[src/design/ntla_pkg.sv]
package ntla_pkg;

  // Line signal codes received from the exchange side
  typedef enum logic [3:0] {
    RX_NONE = 4'h0,
    RX_SIG0 = 4'h1,
    RX_SIG2W = 4'h2,
    RX_SIG2 = 4'h3,
    RX_SIG4H = 4'h4,
    RX_SIG4 = 4'h5,
    RX_SIG2_L2 = 4'h6,
    RX_SIG4H_L2 = 4'h7,
    RX_SIG4_L2 = 4'h8
  } ntla_rx_sig_t;

  // Line signal codes sent toward the exchange side
  typedef enum logic [2:0] {
    TX_SIG0 = 3'h0,
    TX_SIG1W = 3'h1,
    TX_SIG1A = 3'h2,
    TX_SIG1 = 3'h3,
    TX_SIG3 = 3'h4,
    TX_SIG5 = 3'h5
  } ntla_tx_sig_t;

  // User side INFO codes; UZERO is the unframed all-zero signal
  typedef enum logic [2:0] {
    INFO0 = 3'h0,
    INFO1 = 3'h1,
    INFO2 = 3'h2,
    INFO3 = 3'h3,
    INFO4 = 3'h4,
    UZERO = 3'h5
  } ntla_info_t;

  // One-hot activation states
  typedef enum logic [11:0] {
    ST_DEACT = 12'h001,
    ST_LWAKE = 12'h002,
    ST_RWAKE = 12'h004,
    ST_WSYNC = 12'h008,
    ST_NSYNC = 12'h010,
    ST_BSYNC = 12'h020,
    ST_FULL = 12'h040,
    ST_PDEACT = 12'h080,
    ST_UFAULT = 12'h100,
    ST_LFAULT = 12'h200,
    ST_LBPEND = 12'h400,
    ST_LBACT = 12'h800
  } ntla_state_t;

  // Received events, each a one-cycle strobe
  typedef struct packed {
    ntla_rx_sig_t sig;
    logic sig_vld;
    ntla_info_t info;
    logic info_vld;
    logic line_frame_lost;
    logic user_frame_lost;
  } ntla_rx_t;

  // Transmit directives
  typedef struct packed {
    ntla_tx_sig_t line_sig;
    ntla_info_t user_info;
    logic d_echo_zero;
    logic loopback;
    logic bd_enable;
  } ntla_tx_t;

  localparam int CLK_HZ = 25000000;
  localparam int WAKE_REPEAT_MS = 13;
  localparam int WAKE_REPEAT_CYC = CLK_HZ / 1000 * WAKE_REPEAT_MS;
  localparam int DEACT_DEFAULT_MS = 100;
  localparam int DEACT_DEFAULT_CYC = CLK_HZ / 1000 * DEACT_DEFAULT_MS;
  localparam int TMR_W = 32;
  localparam ntla_state_t RESET_STATE = ST_DEACT;

endpackage

[src/design/ntla_fsm.sv]
`timescale 1ns/1ps
// Operation
// - After reset, deactivated: send nothing, leave only on wake request.
// - INFO 1 when deactivated: go local wake, send SIG 1W.
// - Local wake: SIG 2W acknowledges, go wait for synchronisation.
// - SIG 2W when deactivated: start wake timer, remote wake, send SIG 1W.
// - Wake timer expiry in remote wake: send SIG 1A, wait for sync.
// - Further SIG 2W in remote wake restarts the wake timer.
// - Waiting for sync: SIG 2 moves to network-synchronised.
// - Network-synchronised: send SIG 1 to line, INFO 2 to user.
// - Network-synchronised: INFO 3 moves to both-ways-synchronised.
// - Both-ways: send SIG 3 and INFO 2; SIG 4H gives full activation.
// - Full activation: send INFO 4 and SIG 5, channels carried.
// - SIG 0 from wait-sync onward: start deactivation timer, pend.
// - Pending deactivation ends on INFO 0 or deactivation timer expiry.
// - User INFO 0 or lost framing in full: user fault until INFO 3.
// - Line framing lost from network-sync onward: line fault state.
// - Line fault sends the unframed all-zero signal to user.
// - Line fault may send any error-causing line signal; SIG 0 used.
// - Active loopback sends INFO 4 with D-echo bit zero.
// - Loopback entry on SIG 4H-L2 or SIG 4-L2; B and D returned.
// - Impossible pairs undefined; no-change pairs keep the state.
// - Wake-repeat timer lasts 13 ms.
// - Loopback pending sends SIG 3 and INFO 2, waits SIG 4H-L2.
module ntla_fsm #(
  parameter int DEACT_CYC = ntla_pkg::DEACT_DEFAULT_CYC,
  parameter int WAKE_CYC = ntla_pkg::WAKE_REPEAT_CYC
) (
  // Clock and reset
  input wire logic REF_CLK,
  input wire logic RSTN,
  // Received events
  input wire ntla_pkg::ntla_rx_t RX_EVT,
  // Transmit directives and state
  output ntla_pkg::ntla_tx_t TX_OUT,
  output ntla_pkg::ntla_state_t STATE
);

  ntla_pkg::ntla_state_t state_ff, nxt_state;
  logic [ntla_pkg::TMR_W-1:0] wake_tmr_ff, nxt_wake_tmr;
  logic [ntla_pkg::TMR_W-1:0] deact_tmr_ff, nxt_deact_tmr;
  ntla_pkg::ntla_tx_t tx_ff, nxt_tx;
  logic s0, s2w, s2, s4h, s4, s2l2, s4hl2, s4l2;
  logic i0, i1, i3, wake_exp, deact_exp;

  // Event decode; events arrive on this clock, no synchroniser needed
  always_comb begin
    s0 = RX_EVT.sig_vld && RX_EVT.sig == ntla_pkg::RX_SIG0;
    s2w = RX_EVT.sig_vld && RX_EVT.sig == ntla_pkg::RX_SIG2W;
    s2 = RX_EVT.sig_vld && RX_EVT.sig == ntla_pkg::RX_SIG2;
    s4h = RX_EVT.sig_vld && RX_EVT.sig == ntla_pkg::RX_SIG4H;
    s4 = RX_EVT.sig_vld && RX_EVT.sig == ntla_pkg::RX_SIG4;
    s2l2 = RX_EVT.sig_vld && RX_EVT.sig == ntla_pkg::RX_SIG2_L2;
    s4hl2 = RX_EVT.sig_vld && RX_EVT.sig == ntla_pkg::RX_SIG4H_L2;
    s4l2 = RX_EVT.sig_vld && RX_EVT.sig == ntla_pkg::RX_SIG4_L2;
    i0 = RX_EVT.info_vld && RX_EVT.info == ntla_pkg::INFO0;
    i1 = RX_EVT.info_vld && RX_EVT.info == ntla_pkg::INFO1;
    i3 = RX_EVT.info_vld && RX_EVT.info == ntla_pkg::INFO3;
    wake_exp = wake_tmr_ff == ntla_pkg::TMR_W'(1);
    deact_exp = deact_tmr_ff == ntla_pkg::TMR_W'(1);
  end

  // Next state; line-side events take priority over user-side ones
  always_comb begin
    nxt_state = state_ff;
    nxt_wake_tmr = (wake_tmr_ff != '0) ? wake_tmr_ff - 1'b1 : wake_tmr_ff;
    nxt_deact_tmr = (deact_tmr_ff != '0) ? deact_tmr_ff - 1'b1 : deact_tmr_ff;
    case (state_ff)
      ntla_pkg::ST_DEACT: begin
        if (s2w) begin
          nxt_state = ntla_pkg::ST_RWAKE;
          nxt_wake_tmr = ntla_pkg::TMR_W'(WAKE_CYC);
        end else if (i1) begin
          nxt_state = ntla_pkg::ST_LWAKE;
        end
      end
      ntla_pkg::ST_LWAKE: begin
        if (s2w) nxt_state = ntla_pkg::ST_WSYNC;
      end
      ntla_pkg::ST_RWAKE: begin
        if (s2w) begin
          nxt_wake_tmr = ntla_pkg::TMR_W'(WAKE_CYC);
        end else if (wake_exp) begin
          nxt_state = ntla_pkg::ST_WSYNC;
          nxt_wake_tmr = '0;
        end
      end
      ntla_pkg::ST_WSYNC: begin
        if (s2) nxt_state = ntla_pkg::ST_NSYNC;
        else if (s2l2) nxt_state = ntla_pkg::ST_LBPEND;
      end
      ntla_pkg::ST_NSYNC: begin
        if (i3) nxt_state = ntla_pkg::ST_BSYNC;
      end
      ntla_pkg::ST_BSYNC: begin
        if (s4h) nxt_state = ntla_pkg::ST_FULL;
        else if (s4hl2) nxt_state = ntla_pkg::ST_LBACT;
      end
      ntla_pkg::ST_FULL: begin
        if (s4l2) nxt_state = ntla_pkg::ST_LBACT;
        else if (i0 || RX_EVT.user_frame_lost)
          nxt_state = ntla_pkg::ST_UFAULT;
      end
      ntla_pkg::ST_PDEACT: begin
        // first of INFO 0 or timer expiry
        if (i0 || deact_exp) begin
          nxt_state = ntla_pkg::ST_DEACT;
          nxt_deact_tmr = '0;
        end
      end
      ntla_pkg::ST_UFAULT: begin
        if (s4l2) nxt_state = ntla_pkg::ST_LBACT;
        else if (i3) nxt_state = ntla_pkg::ST_FULL;
      end
      ntla_pkg::ST_LFAULT: begin
        if (s4l2) nxt_state = ntla_pkg::ST_LBACT;
      end
      ntla_pkg::ST_LBPEND: begin
        if (s4h) nxt_state = ntla_pkg::ST_FULL;
        else if (s4hl2) nxt_state = ntla_pkg::ST_LBACT;
      end
      ntla_pkg::ST_LBACT: begin
        if (s4) nxt_state = ntla_pkg::ST_FULL;
      end
      // Illegal code recovers to reset
      default: nxt_state = ntla_pkg::RESET_STATE;
    endcase
    if (RX_EVT.line_frame_lost &&
        (state_ff & (ntla_pkg::ST_NSYNC | ntla_pkg::ST_BSYNC |
                     ntla_pkg::ST_FULL | ntla_pkg::ST_UFAULT |
                     ntla_pkg::ST_LBPEND | ntla_pkg::ST_LBACT)) != '0)
      nxt_state = ntla_pkg::ST_LFAULT;
    if (s0 && (state_ff & (ntla_pkg::ST_DEACT | ntla_pkg::ST_LWAKE |
                           ntla_pkg::ST_RWAKE | ntla_pkg::ST_PDEACT)) == '0)
    begin
      nxt_state = ntla_pkg::ST_PDEACT;
      nxt_deact_tmr = ntla_pkg::TMR_W'(DEACT_CYC);
    end
  end

  // Outputs follow the next state so they change with the state register
  always_comb begin
    nxt_tx = '0;
    nxt_tx.line_sig = ntla_pkg::TX_SIG0;
    nxt_tx.user_info = ntla_pkg::INFO0;
    case (nxt_state)
      ntla_pkg::ST_LWAKE, ntla_pkg::ST_RWAKE: begin
        nxt_tx.line_sig = ntla_pkg::TX_SIG1W;
      end
      ntla_pkg::ST_WSYNC: begin
        nxt_tx.line_sig = ntla_pkg::TX_SIG1A;
      end
      ntla_pkg::ST_NSYNC: begin
        nxt_tx.line_sig = ntla_pkg::TX_SIG1;
        nxt_tx.user_info = ntla_pkg::INFO2;
      end
      ntla_pkg::ST_BSYNC, ntla_pkg::ST_LBPEND: begin
        nxt_tx.line_sig = ntla_pkg::TX_SIG3;
        nxt_tx.user_info = ntla_pkg::INFO2;
      end
      ntla_pkg::ST_FULL: begin
        nxt_tx.line_sig = ntla_pkg::TX_SIG5;
        nxt_tx.user_info = ntla_pkg::INFO4;
        nxt_tx.bd_enable = 1'b1;
      end
      ntla_pkg::ST_UFAULT: begin
        nxt_tx.line_sig = ntla_pkg::TX_SIG5;
        nxt_tx.user_info = ntla_pkg::INFO2;
      end
      ntla_pkg::ST_LFAULT: begin
        nxt_tx.user_info = ntla_pkg::UZERO;
      end
      ntla_pkg::ST_LBACT: begin
        nxt_tx.line_sig = ntla_pkg::TX_SIG5;
        nxt_tx.user_info = ntla_pkg::INFO4;
        nxt_tx.d_echo_zero = 1'b1;
        nxt_tx.loopback = 1'b1;
        nxt_tx.bd_enable = 1'b1;
      end
      default: nxt_tx.line_sig = ntla_pkg::TX_SIG0;
    endcase
  end

  // Register stage
  always_ff @(posedge REF_CLK) begin
    if (!RSTN) begin
      state_ff <= ntla_pkg::RESET_STATE;
      wake_tmr_ff <= '0;
      deact_tmr_ff <= '0;
      tx_ff <= '0;
    end else begin
      state_ff <= nxt_state;
      wake_tmr_ff <= nxt_wake_tmr;
      deact_tmr_ff <= nxt_deact_tmr;
      tx_ff <= nxt_tx;
    end
  end

  assign TX_OUT = tx_ff;
  assign STATE = state_ff;

  // Cycles in remote wake since the last SIG 2W; the expiry edge counts too
  int unsigned rw_cnt;
  always_ff @(posedge REF_CLK) begin
    if (!RSTN) rw_cnt <= 0;
    else if (state_ff == ntla_pkg::ST_RWAKE && !s2w) rw_cnt <= rw_cnt + 1;
    else rw_cnt <= 0;
  end

  idle_quiet_a : assert property (@(posedge REF_CLK) disable iff (!RSTN)
    state_ff == ntla_pkg::ST_DEACT |-> tx_ff.line_sig == ntla_pkg::TX_SIG0
    && tx_ff.user_info == ntla_pkg::INFO0)
    else $error("deactivated state not silent");
  local_wake_a : assert property (@(posedge REF_CLK) disable iff (!RSTN)
    state_ff == ntla_pkg::ST_DEACT && i1 && !s2w && !s0 |=>
    state_ff == ntla_pkg::ST_LWAKE && tx_ff.line_sig == ntla_pkg::TX_SIG1W)
    else $error("local wake not entered");
  wake_ack_a : assert property (@(posedge REF_CLK) disable iff (!RSTN)
    state_ff == ntla_pkg::ST_LWAKE && s2w |=> state_ff == ntla_pkg::ST_WSYNC)
    else $error("wake acknowledge ignored");
  remote_wake_a : assert property (@(posedge REF_CLK) disable iff (!RSTN)
    state_ff == ntla_pkg::ST_DEACT && s2w |=>
    state_ff == ntla_pkg::ST_RWAKE && wake_tmr_ff == WAKE_CYC)
    else $error("remote wake not started");
  wake_expiry_a : assert property (@(posedge REF_CLK) disable iff (!RSTN)
    rw_cnt <= WAKE_CYC)
    else $error("wake timer overran");
  wake_restart_a : assert property (@(posedge REF_CLK) disable iff (!RSTN)
    state_ff == ntla_pkg::ST_RWAKE && s2w && !s0 |=>
    state_ff == ntla_pkg::ST_RWAKE)
    else $error("repeat wake did not defer");
  line_sync_a : assert property (@(posedge REF_CLK) disable iff (!RSTN)
    state_ff == ntla_pkg::ST_WSYNC && s2 && !s0 |=>
    state_ff == ntla_pkg::ST_NSYNC && tx_ff.user_info == ntla_pkg::INFO2)
    else $error("sync on SIG 2 missed");
  deact_start_a : assert property (@(posedge REF_CLK) disable iff (!RSTN)
    s0 && state_ff == ntla_pkg::ST_FULL |=>
    state_ff == ntla_pkg::ST_PDEACT && deact_tmr_ff == DEACT_CYC)
    else $error("pending deactivation not entered");
  deact_end_a : assert property (@(posedge REF_CLK) disable iff (!RSTN)
    state_ff == ntla_pkg::ST_PDEACT && i0 |=> state_ff == ntla_pkg::ST_DEACT)
    else $error("INFO 0 did not deactivate");
  line_fault_a : assert property (@(posedge REF_CLK) disable iff (!RSTN)
    RX_EVT.line_frame_lost && !s0 && state_ff == ntla_pkg::ST_FULL |=>
    state_ff == ntla_pkg::ST_LFAULT && tx_ff.user_info == ntla_pkg::UZERO)
    else $error("line fault not entered");
  net_sync_a : assert property (@(posedge REF_CLK) disable iff (!RSTN)
    state_ff == ntla_pkg::ST_NSYNC |->
    tx_ff.line_sig == ntla_pkg::TX_SIG1 && tx_ff.user_info == ntla_pkg::INFO2)
    else $error("network sync outputs wrong");
  two_way_a : assert property (@(posedge REF_CLK) disable iff (!RSTN)
    state_ff == ntla_pkg::ST_NSYNC && i3 && !s0 && !RX_EVT.line_frame_lost
    |=> state_ff == ntla_pkg::ST_BSYNC)
    else $error("INFO 3 did not synchronise");
  go_full_a : assert property (@(posedge REF_CLK) disable iff (!RSTN)
    state_ff == ntla_pkg::ST_BSYNC && s4h && !RX_EVT.line_frame_lost |=>
    state_ff == ntla_pkg::ST_FULL)
    else $error("SIG 4H did not activate");
  full_tx_a : assert property (@(posedge REF_CLK) disable iff (!RSTN)
    state_ff == ntla_pkg::ST_FULL |-> tx_ff.line_sig == ntla_pkg::TX_SIG5 &&
    tx_ff.user_info == ntla_pkg::INFO4 && tx_ff.bd_enable)
    else $error("full activation outputs wrong");
  u_fault_a : assert property (@(posedge REF_CLK) disable iff (!RSTN)
    state_ff == ntla_pkg::ST_FULL && (i0 || RX_EVT.user_frame_lost) &&
    !s0 && !s4l2 && !RX_EVT.line_frame_lost |=>
    state_ff == ntla_pkg::ST_UFAULT && tx_ff.user_info == ntla_pkg::INFO2)
    else $error("user fault not entered");
  zero_tx_a : assert property (@(posedge REF_CLK) disable iff (!RSTN)
    state_ff == ntla_pkg::ST_LFAULT |-> tx_ff.user_info == ntla_pkg::UZERO
    && tx_ff.line_sig == ntla_pkg::TX_SIG0)
    else $error("line fault outputs wrong");
  echo_lb_a : assert property (@(posedge REF_CLK) disable iff (!RSTN)
    state_ff == ntla_pkg::ST_LBACT |-> tx_ff.d_echo_zero && tx_ff.loopback &&
    tx_ff.user_info == ntla_pkg::INFO4)
    else $error("loopback echo bit not zero");
  pend_tx_a : assert property (@(posedge REF_CLK) disable iff (!RSTN)
    state_ff == ntla_pkg::ST_LBPEND |->
    tx_ff.line_sig == ntla_pkg::TX_SIG3 && tx_ff.user_info == ntla_pkg::INFO2)
    else $error("loopback pending outputs wrong");

endmodule

[config.mk]
export PLATFORM = sky130hd
export DESIGN_NAME = ntla_fsm
export DESIGN_NICKNAME = d
export VERILOG_FILES = /design/src/design/ntla_pkg.sv /design/src/design/ntla_fsm.sv
export SDC_FILE = /design/constraint.sdc
export NUM_CORES = 1
export LEC_CHECK = 0
export ABC_CLOCK_PERIOD_IN_PS = 2600
export BUFFER_PORTS_ARGS = -buffer_cell sky130_fd_sc_hd__buf_2
export CORE_MARGIN = 1
export CORE_UTILIZATION = 55
export DETAILED_ROUTE_END_ITERATION = 12
export HOLD_SLACK_MARGIN = 0.15
export PLACE_DENSITY = 0.72
export SLEW_MARGIN = 20
export SYNTH_ARGS = -nofsm -noshare
export SYNTH_HDL_FRONTEND = slang
export SYNTH_SLANG_ARGS = --single-unit
[constraint.sdc]
create_clock -name REF_CLK -period 2.6 [get_ports REF_CLK]
set_input_delay 0.26 -clock REF_CLK [delete_from_list [all_inputs] [get_ports REF_CLK]]
set_output_delay 0.26 -clock REF_CLK [all_outputs]
set_load 0.02 [all_outputs]
==> results of run 1 <==
[registers in the layout, indices dropped and copies added (netlist names)]
| register | cells |
|---|---|
| TX_OUT | 8 |
| deact_tmr_ff | 32 |
| wake_tmr_ff | 32 |
| STATE | 12 |
[worst register-to-register path, delay by kind of cell (launching register included)]
kind | cells | cell delay [ns]
flops | 1 | 0.33
simple gates | 3 | 1.41
compound gates | 4 | 0.74
[per-layer routing]
layer  vias to the layer above  routed length, um  share of wire [%]  global-route usage (%)
met3                        18                592                5.1                   5.450
met2                       113               5531                 47                   44.80
met1                      2107               5407                 46                   33.03
met5                         -                  0                  0                       0
li1                       2175                  -                  -                       -
met4                         0                173                1.5                   8.085
[synth_stat cells, types with 10 or more instances]
library cell | count | area [sq um]
a21oi_1 | 24 | 120.1
clkbuf_1 | 10 | 37.54
dfxtp_1 | 84 | 1682
nand2_1 | 33 | 123.9
nand3_1 | 18 | 90.09
nor2_1 | 70 | 262.8
nor2_2 | 18 | 112.6
nor2b_1 | 14 | 87.58
nor3_1 | 19 | 95.09
nor4_1 | 21 | 131.4
o21ai_0 | 20 | 100.1
or3_1 | 12 | 75.07
or4_1 | 10 | 75.07
xnor2_1 | 33 | 289.0
xor2_1 | 19 | 166.4
[power by group]
group	switching, mW	internal (mW)
combinational	2.10	1.70
sequential	0.454	1.74
clock	0.464	0.436
total	3.02	3.88
[worst min-delay path by stage]
stage                                     startpoint                          to  slack [ns]  cells after the start
after floorplan                                 RSTN         STATE[3]$_SDFF_PN0_        0.41                      2
after global placement    wake_tmr_ff[11]$_SDFF_PN0_  wake_tmr_ff[11]$_SDFF_PN0_        0.46                      2
after detailed placement  wake_tmr_ff[11]$_SDFF_PN0_  wake_tmr_ff[11]$_SDFF_PN0_        0.47                      2
after CTS                                       RSTN         STATE[0]$_SDFF_PN1_        0.27                      2
after global routing                            RSTN         STATE[0]$_SDFF_PN1_        0.30                      2
final                                           RSTN         STATE[0]$_SDFF_PN1_        0.27                      2
[area by class of cell]
cell class | count | share of cell area, %
clock buffers | 10 | 2.309
clock inverters | 4 | 0.9282
inverters | 9 | 0.6113
multi-input cells | 448 | 54.72
flip-flops and latches | 84 | 30.45
well taps | 105 | 2.377
repair buffers | 71 | 8.603
[cell families after synthesis]
logic type	synth area share [%]
compound gates	16.04
xor+xnor	9.357
fa+ha+maj	1.542
buf+inv	4.036
flops	34.55
mux	0.2313
simple gates	34.24
[what timing repair did]
item,in CTS,in global routing
resized for setup,0,9
hold buffers,0,0
setup endpoints to repair,0,6
setup buffers,0,1
==> results.md, run 1 <==
* Critical path peak fanout at 4
* Sequential element share of the synthesized area at between 30% and 40%
* Placed Cells at 716
* Minimum clock period at 2.586 ns
* Warnings from Yosys at 0
* CTS Buf Count at 9
* Worst-Margin Slew at 0.7023 ns
* Syn Nets at around 590
* Core area at roughly 0.0084 sq mm
* Finished layout cell area at between 0.005 and 0.006 sq mm
* Crit path top cell by count: or4_4
* Clk_lat worst skew at 0.35 ns
* Antenna Cells at 0
* Worst setup margin at around 0.014 ns
* Worst path top cell family by delay: simple AND/OR/NAND/NOR gates
* Count of flip-flops with a built-in enable after synthesis at 0
* Die height at 96.07 um
* DRT iter0 DRCs at 191
* CTS Buffer Depth at 2
* Max-slew headroom at the worst pin at 52.90%
* I/O Buffers at 33
* Average size of a mapped cell at 8.584 sq um
* Maxcap violations at 0
* Tot Pwr at slightly below 7 mW
* GRT overflow at 0
* Post-Synthesis Cell Area at approximately 0.005 sq mm
* Final Hold Fails at 0
* Final non-filler cell total at between 700 and 800
* CTS root buf: clkbuf_8
* Post-layout util at approximately 66%
* Startpoint class of the critical path: flop
* Die area at 0.009229 sq mm
* Via density at 6.037
* Critical path data required time at 2.84 ns
* TritonRoute pass-1 iters at 5
* Dpl ws at 0.05554 ns
* Power density cells at 1248 mW/mm^2
* Worst hold slack at around 0.27 ns
* Nets at 642
* Die extent in x at 96.07 um
* Initial antenna violation count at 0
* Crit Reg-Reg Endpoint: TX_OUT[5]$_SDFF_PN0_
* Yosys reg bits at 84
* Buf/Inv on CP at 0
* Reg2Reg Setup Slack at roughly 0.014 ns
* Worst clock skew at about 0.0070 ns
* H-tree Lvls at 3
* Starting Density at roughly three fifths
* Synth Flop Type: dfxtp_1
* Netlist cell types at between 70 and 80
* Peak VDD IR at 0.9004 mV
* Clock sink count at 84
* Std-Cell Rows at 33
* DR DRC count at 0
* DP Area at 0.005304 sq mm
* # fillers at 726
* Leakage at approximately 2.2 nW
* Crit path DAT at 2.82 ns
* Register area at 0.001683 sq mm
* CTS tree: built
* Slowest cell delay on critical path at 0.55 ns
* Clock-pin slew on the worst setup and hold paths at ~0.08 ns
* Period utilization at 99.46%
* Hold Crit Class: in -> reg
* Layout cells sized above 1 at 23.48%
* Largest net degree at the start of global routing at 25
* TNS Setup at 0 ns
* Critical path depth at 7
* Area of the multi-input gates at 0.003024 sq mm
* Crit Reg-Reg Startpoint: wake_tmr_ff[28]$_SDFF_PN0_
* Cells after Synth at about 570
* Layout Area Growth over Synthesis at 13.55%
* CP endpoint: TX_OUT[5]$_SDFF_PN0_
* Vias at 4413
* Commonest non-fill, non-tap cells in the layout: 83 x dfxtp_1, 69 x nor2_1, 36 x buf_4
* Status: completed
* Drt wl/cell at between 15 and 20 um
* Global placement routability congestion at 0.9377
* Crit path max-delay cell type: or4_4
* Final setup viols at 0
* Critical-path cell list: or4_4 -> or4_4 -> nor4_4 -> o211a_4 -> a311oi_2 -> o211a_1 -> o21bai_1
* Ys async rst share at 0%
* Overall Global Routing Usage at a little over a quarter
* Setup crit start: wake_tmr_ff[28]$_SDFF_PN0_
* First-pass GRT wire length at 18710 um
* Worst Setup Path Type: reg -> reg
* Max Fclk at 0.3867 GHz
* Final Max Slew Viols at 0
* Most common cell after layout, fill and taps aside: dfxtp_1
* Post-DP HPWL at 8726 um
* RSZ-0062 raised after global routing: yes
* Reg2reg path depth at 7
* Vias in the first global route at 4005
* Worst setup EP type: flop
* Routed wire length at about 12000 um
* Number of I/O pins at 34
* Final ANT Viol Nets at 0
Power figures use the tool's default switching activity.
==> inputs of run 2 (changes only) <==
--- a/config.mk
+++ b/config.mk
@@ -12,6 +12,7 @@
 export DETAILED_ROUTE_END_ITERATION = 12
 export HOLD_SLACK_MARGIN = 0.15
 export PLACE_DENSITY = 0.72
+export RECOVER_POWER = 100
 export SLEW_MARGIN = 20
 export SYNTH_ARGS = -nofsm -noshare
 export SYNTH_HDL_FRONTEND = slang
==> results.md, run 2 (same netlist as run 1, synthesis figures left out) <==
* Die area at 0.009229 sq mm (unchanged)
* Maxcap violations at 0 (unchanged)
* RSZ-0062 raised after global routing: yes
* Status: completed
* Worst setup EP type: flop
* Psw at 3.007 mW (-0.29%)
* Critical path peak fanout at 4 (unchanged)
* Clock sink count at 84 (unchanged)
* Final setup viols at 0 (unchanged)
* Most common cell after layout, fill and taps aside: dfxtp_1
* Leakage at 2.079 nW (-3.9%)
* Layout cells sized above 1 at 20.29% (-3.2 points)
* Comb pwr share at 55.0% (about the same)
* Final non-filler cell total at 731 (unchanged)
* Final Hold Fails at 0 (unchanged)
* Drt wl/cell at 16.10 um (+0.54%)
* Worst-Margin Slew at 0.7345 ns (+0.03217 ns)
* GRT overflow at 0 (unchanged)
* Clk_lat worst skew at 0.35 ns (about the same)
* Max Fclk at 0.3867 GHz (about the same)
* DR DRC count at 0 (unchanged)
* Nets at 642 (unchanged)
* Layout Area Growth over Synthesis at 12.70%
* Worst clock skew at 0.007364 ns (+0.0003546 ns)
* Critical path data required time at 2.84 ns (about the same)
* Worst hold slack at 0.2711 ns (+0.001173 ns)
* CTS root buf: clkbuf_8
* Placed Cells at 716 (unchanged)
* Core area at 0.008382 sq mm (unchanged)
* Max-slew headroom at the worst pin at 50.74% (-2.2 points)
* Seq pwr share at 31.9% (about the same)
* Final Max Slew Viols at 0 (unchanged)
* CTS Hold Buffers Added at 0 (unchanged)
* DRT iter0 DRCs at 184 (-3.7%)
* Via density at 6.047 (+0.16%)
* Std-Cell Rows at 33 (unchanged)
* First-pass GRT wire length at 18710 um (unchanged)
* Die extent in x at 96.07 um (unchanged)
* Crit path DAT at 2.82 ns (about the same)
* Initial antenna violation count at 0 (unchanged)
* Clock power frac at 13.1% (about the same)
* Period utilization at 99.46% (about the same)
* H-tree Lvls at 3 (unchanged)
* Finished layout cell area at 0.005485 sq mm (-0.75%)
* Starting Density at 58.07% (unchanged)
* Minimum clock period at 2.586 ns (+0.0001372 ns)
* I/O Buffers at 33 (unchanged)
* Vias at 4420 (+0.16%)
* Vias in the first global route at 4005 (unchanged)
* CTS Buf Count at 9 (unchanged)
* P_int at 3.868 mW (-0.30%)
* Startpoint class of the critical path: flop
* Switching share of power at 43.74% (about the same)
* Commonest non-fill, non-tap cells in the layout: 83 x dfxtp_1, 69 x nor2_1, 33 x nand2_1, 33 x xnor2_1, 31 x buf_4
* Power density cells at 1253 mW/mm^2 (+0.46%)
* Clock-pin slew on the worst setup and hold paths at 0.08 ns (about the same)
* Global placement routability congestion at 0.9377 (unchanged)
* Number of I/O pins at 34 (unchanged)
* Routed wire length at 11770 um (+0.54%)
* Overall Global Routing Usage at 26.25% (unchanged)
* Final ANT Viol Nets at 0 (unchanged)
* Post-DP HPWL at 8726 um (unchanged)
* Peak VDD IR at 0.9003 mV (about the same)
* CTS Buffer Depth at 2 (unchanged)
* Worst Setup Path Type: reg -> reg
* Die height at 96.07 um (unchanged)
* TritonRoute pass-1 iters at 5 (unchanged)
* Antenna Cells at 0 (unchanged)
* Largest net degree at the start of global routing at 25 (unchanged)
* DP Area at 0.005304 sq mm (unchanged)
* Hold Crit Class: in -> reg
* CTS tree: built
## run 2: cell types whose count changed in the layout (fill, tap and decap cells not counted), sizes merged
cell	change
buf	-19
clkbuf	+19
## run 2: cell type report
type | count | area [sq um]
multi-input combinational | 448 | 3019
fill | 741 | 2897
sequential | 84 | 1683
inverter | 9 | 33.78
tap | 105 | 131.4
clock buffer | 10 | 127.6
timing repair buffer | 71 | 439.2
clock inverter | 4 | 51.30
## run 2: power by group through the flow
stage                     Sequential, mW  Combinational (mW)  Clock, mW
final                               2.20                3.78      0.901
after global routing                2.26                4.22      0.967
after CTS                           2.19                3.79      0.921
after detailed placement            2.21                3.76          0
after global placement              2.18                3.64          0
after floorplan                     2.12                2.97          0
## run 2: critical path, cell delays in order (launching register included)
cell and delay, ns:
dfxtp_2 0.33, or4_4 0.55, or4_4 0.47, nor4_4 0.40
o211a_4 0.23, a311oi_2 0.11, o211a_1 0.23, o21bai_1 0.15
## run 2: timing repair
item / in CTS / in global routing
hold endpoints to repair: 0 / 0
resized for setup: 0 / 9
buffers inserted: 0 / 1
endpoints found under the setup margin: 0 / 6
## run 2: per-layer routing
metal	GRT usage, %	wire [um]
met1	33.03	5514
met2	44.80	5554
met3	5.450	530
met4	8.085	169
met5	0	0
## run 2: path summary, 6_finish.rpt
check	from	end	slack (ns)	cells after the start
worst max-delay path	wake_tmr_ff[28]$_SDFF_PN0_	TX_OUT[5]$_SDFF_PN0_	0.01	7
worst min-delay path	RSTN	STATE[0]$_SDFF_PN1_	0.27	2
worst max register to register	wake_tmr_ff[28]$_SDFF_PN0_	TX_OUT[5]$_SDFF_PN0_	0.01	7
worst min register to register	wake_tmr_ff[11]$_SDFF_PN0_	wake_tmr_ff[11]$_SDFF_PN0_	0.49	2
## run 2: through the flow
stage	util (%)	total power, mW	worst slack [ns]	TNS (ns)
finish	65.44	6.875	0.01393	0
global route	65.44	7.451	-0.07568	-0.2969
CTS	65.41	6.894	0.03909	0
detailed placement	63.28	5.973	0.05554	0
global placement	63.28	5.821	0.1188	0
floorplan	-	5.086	0.1999	0
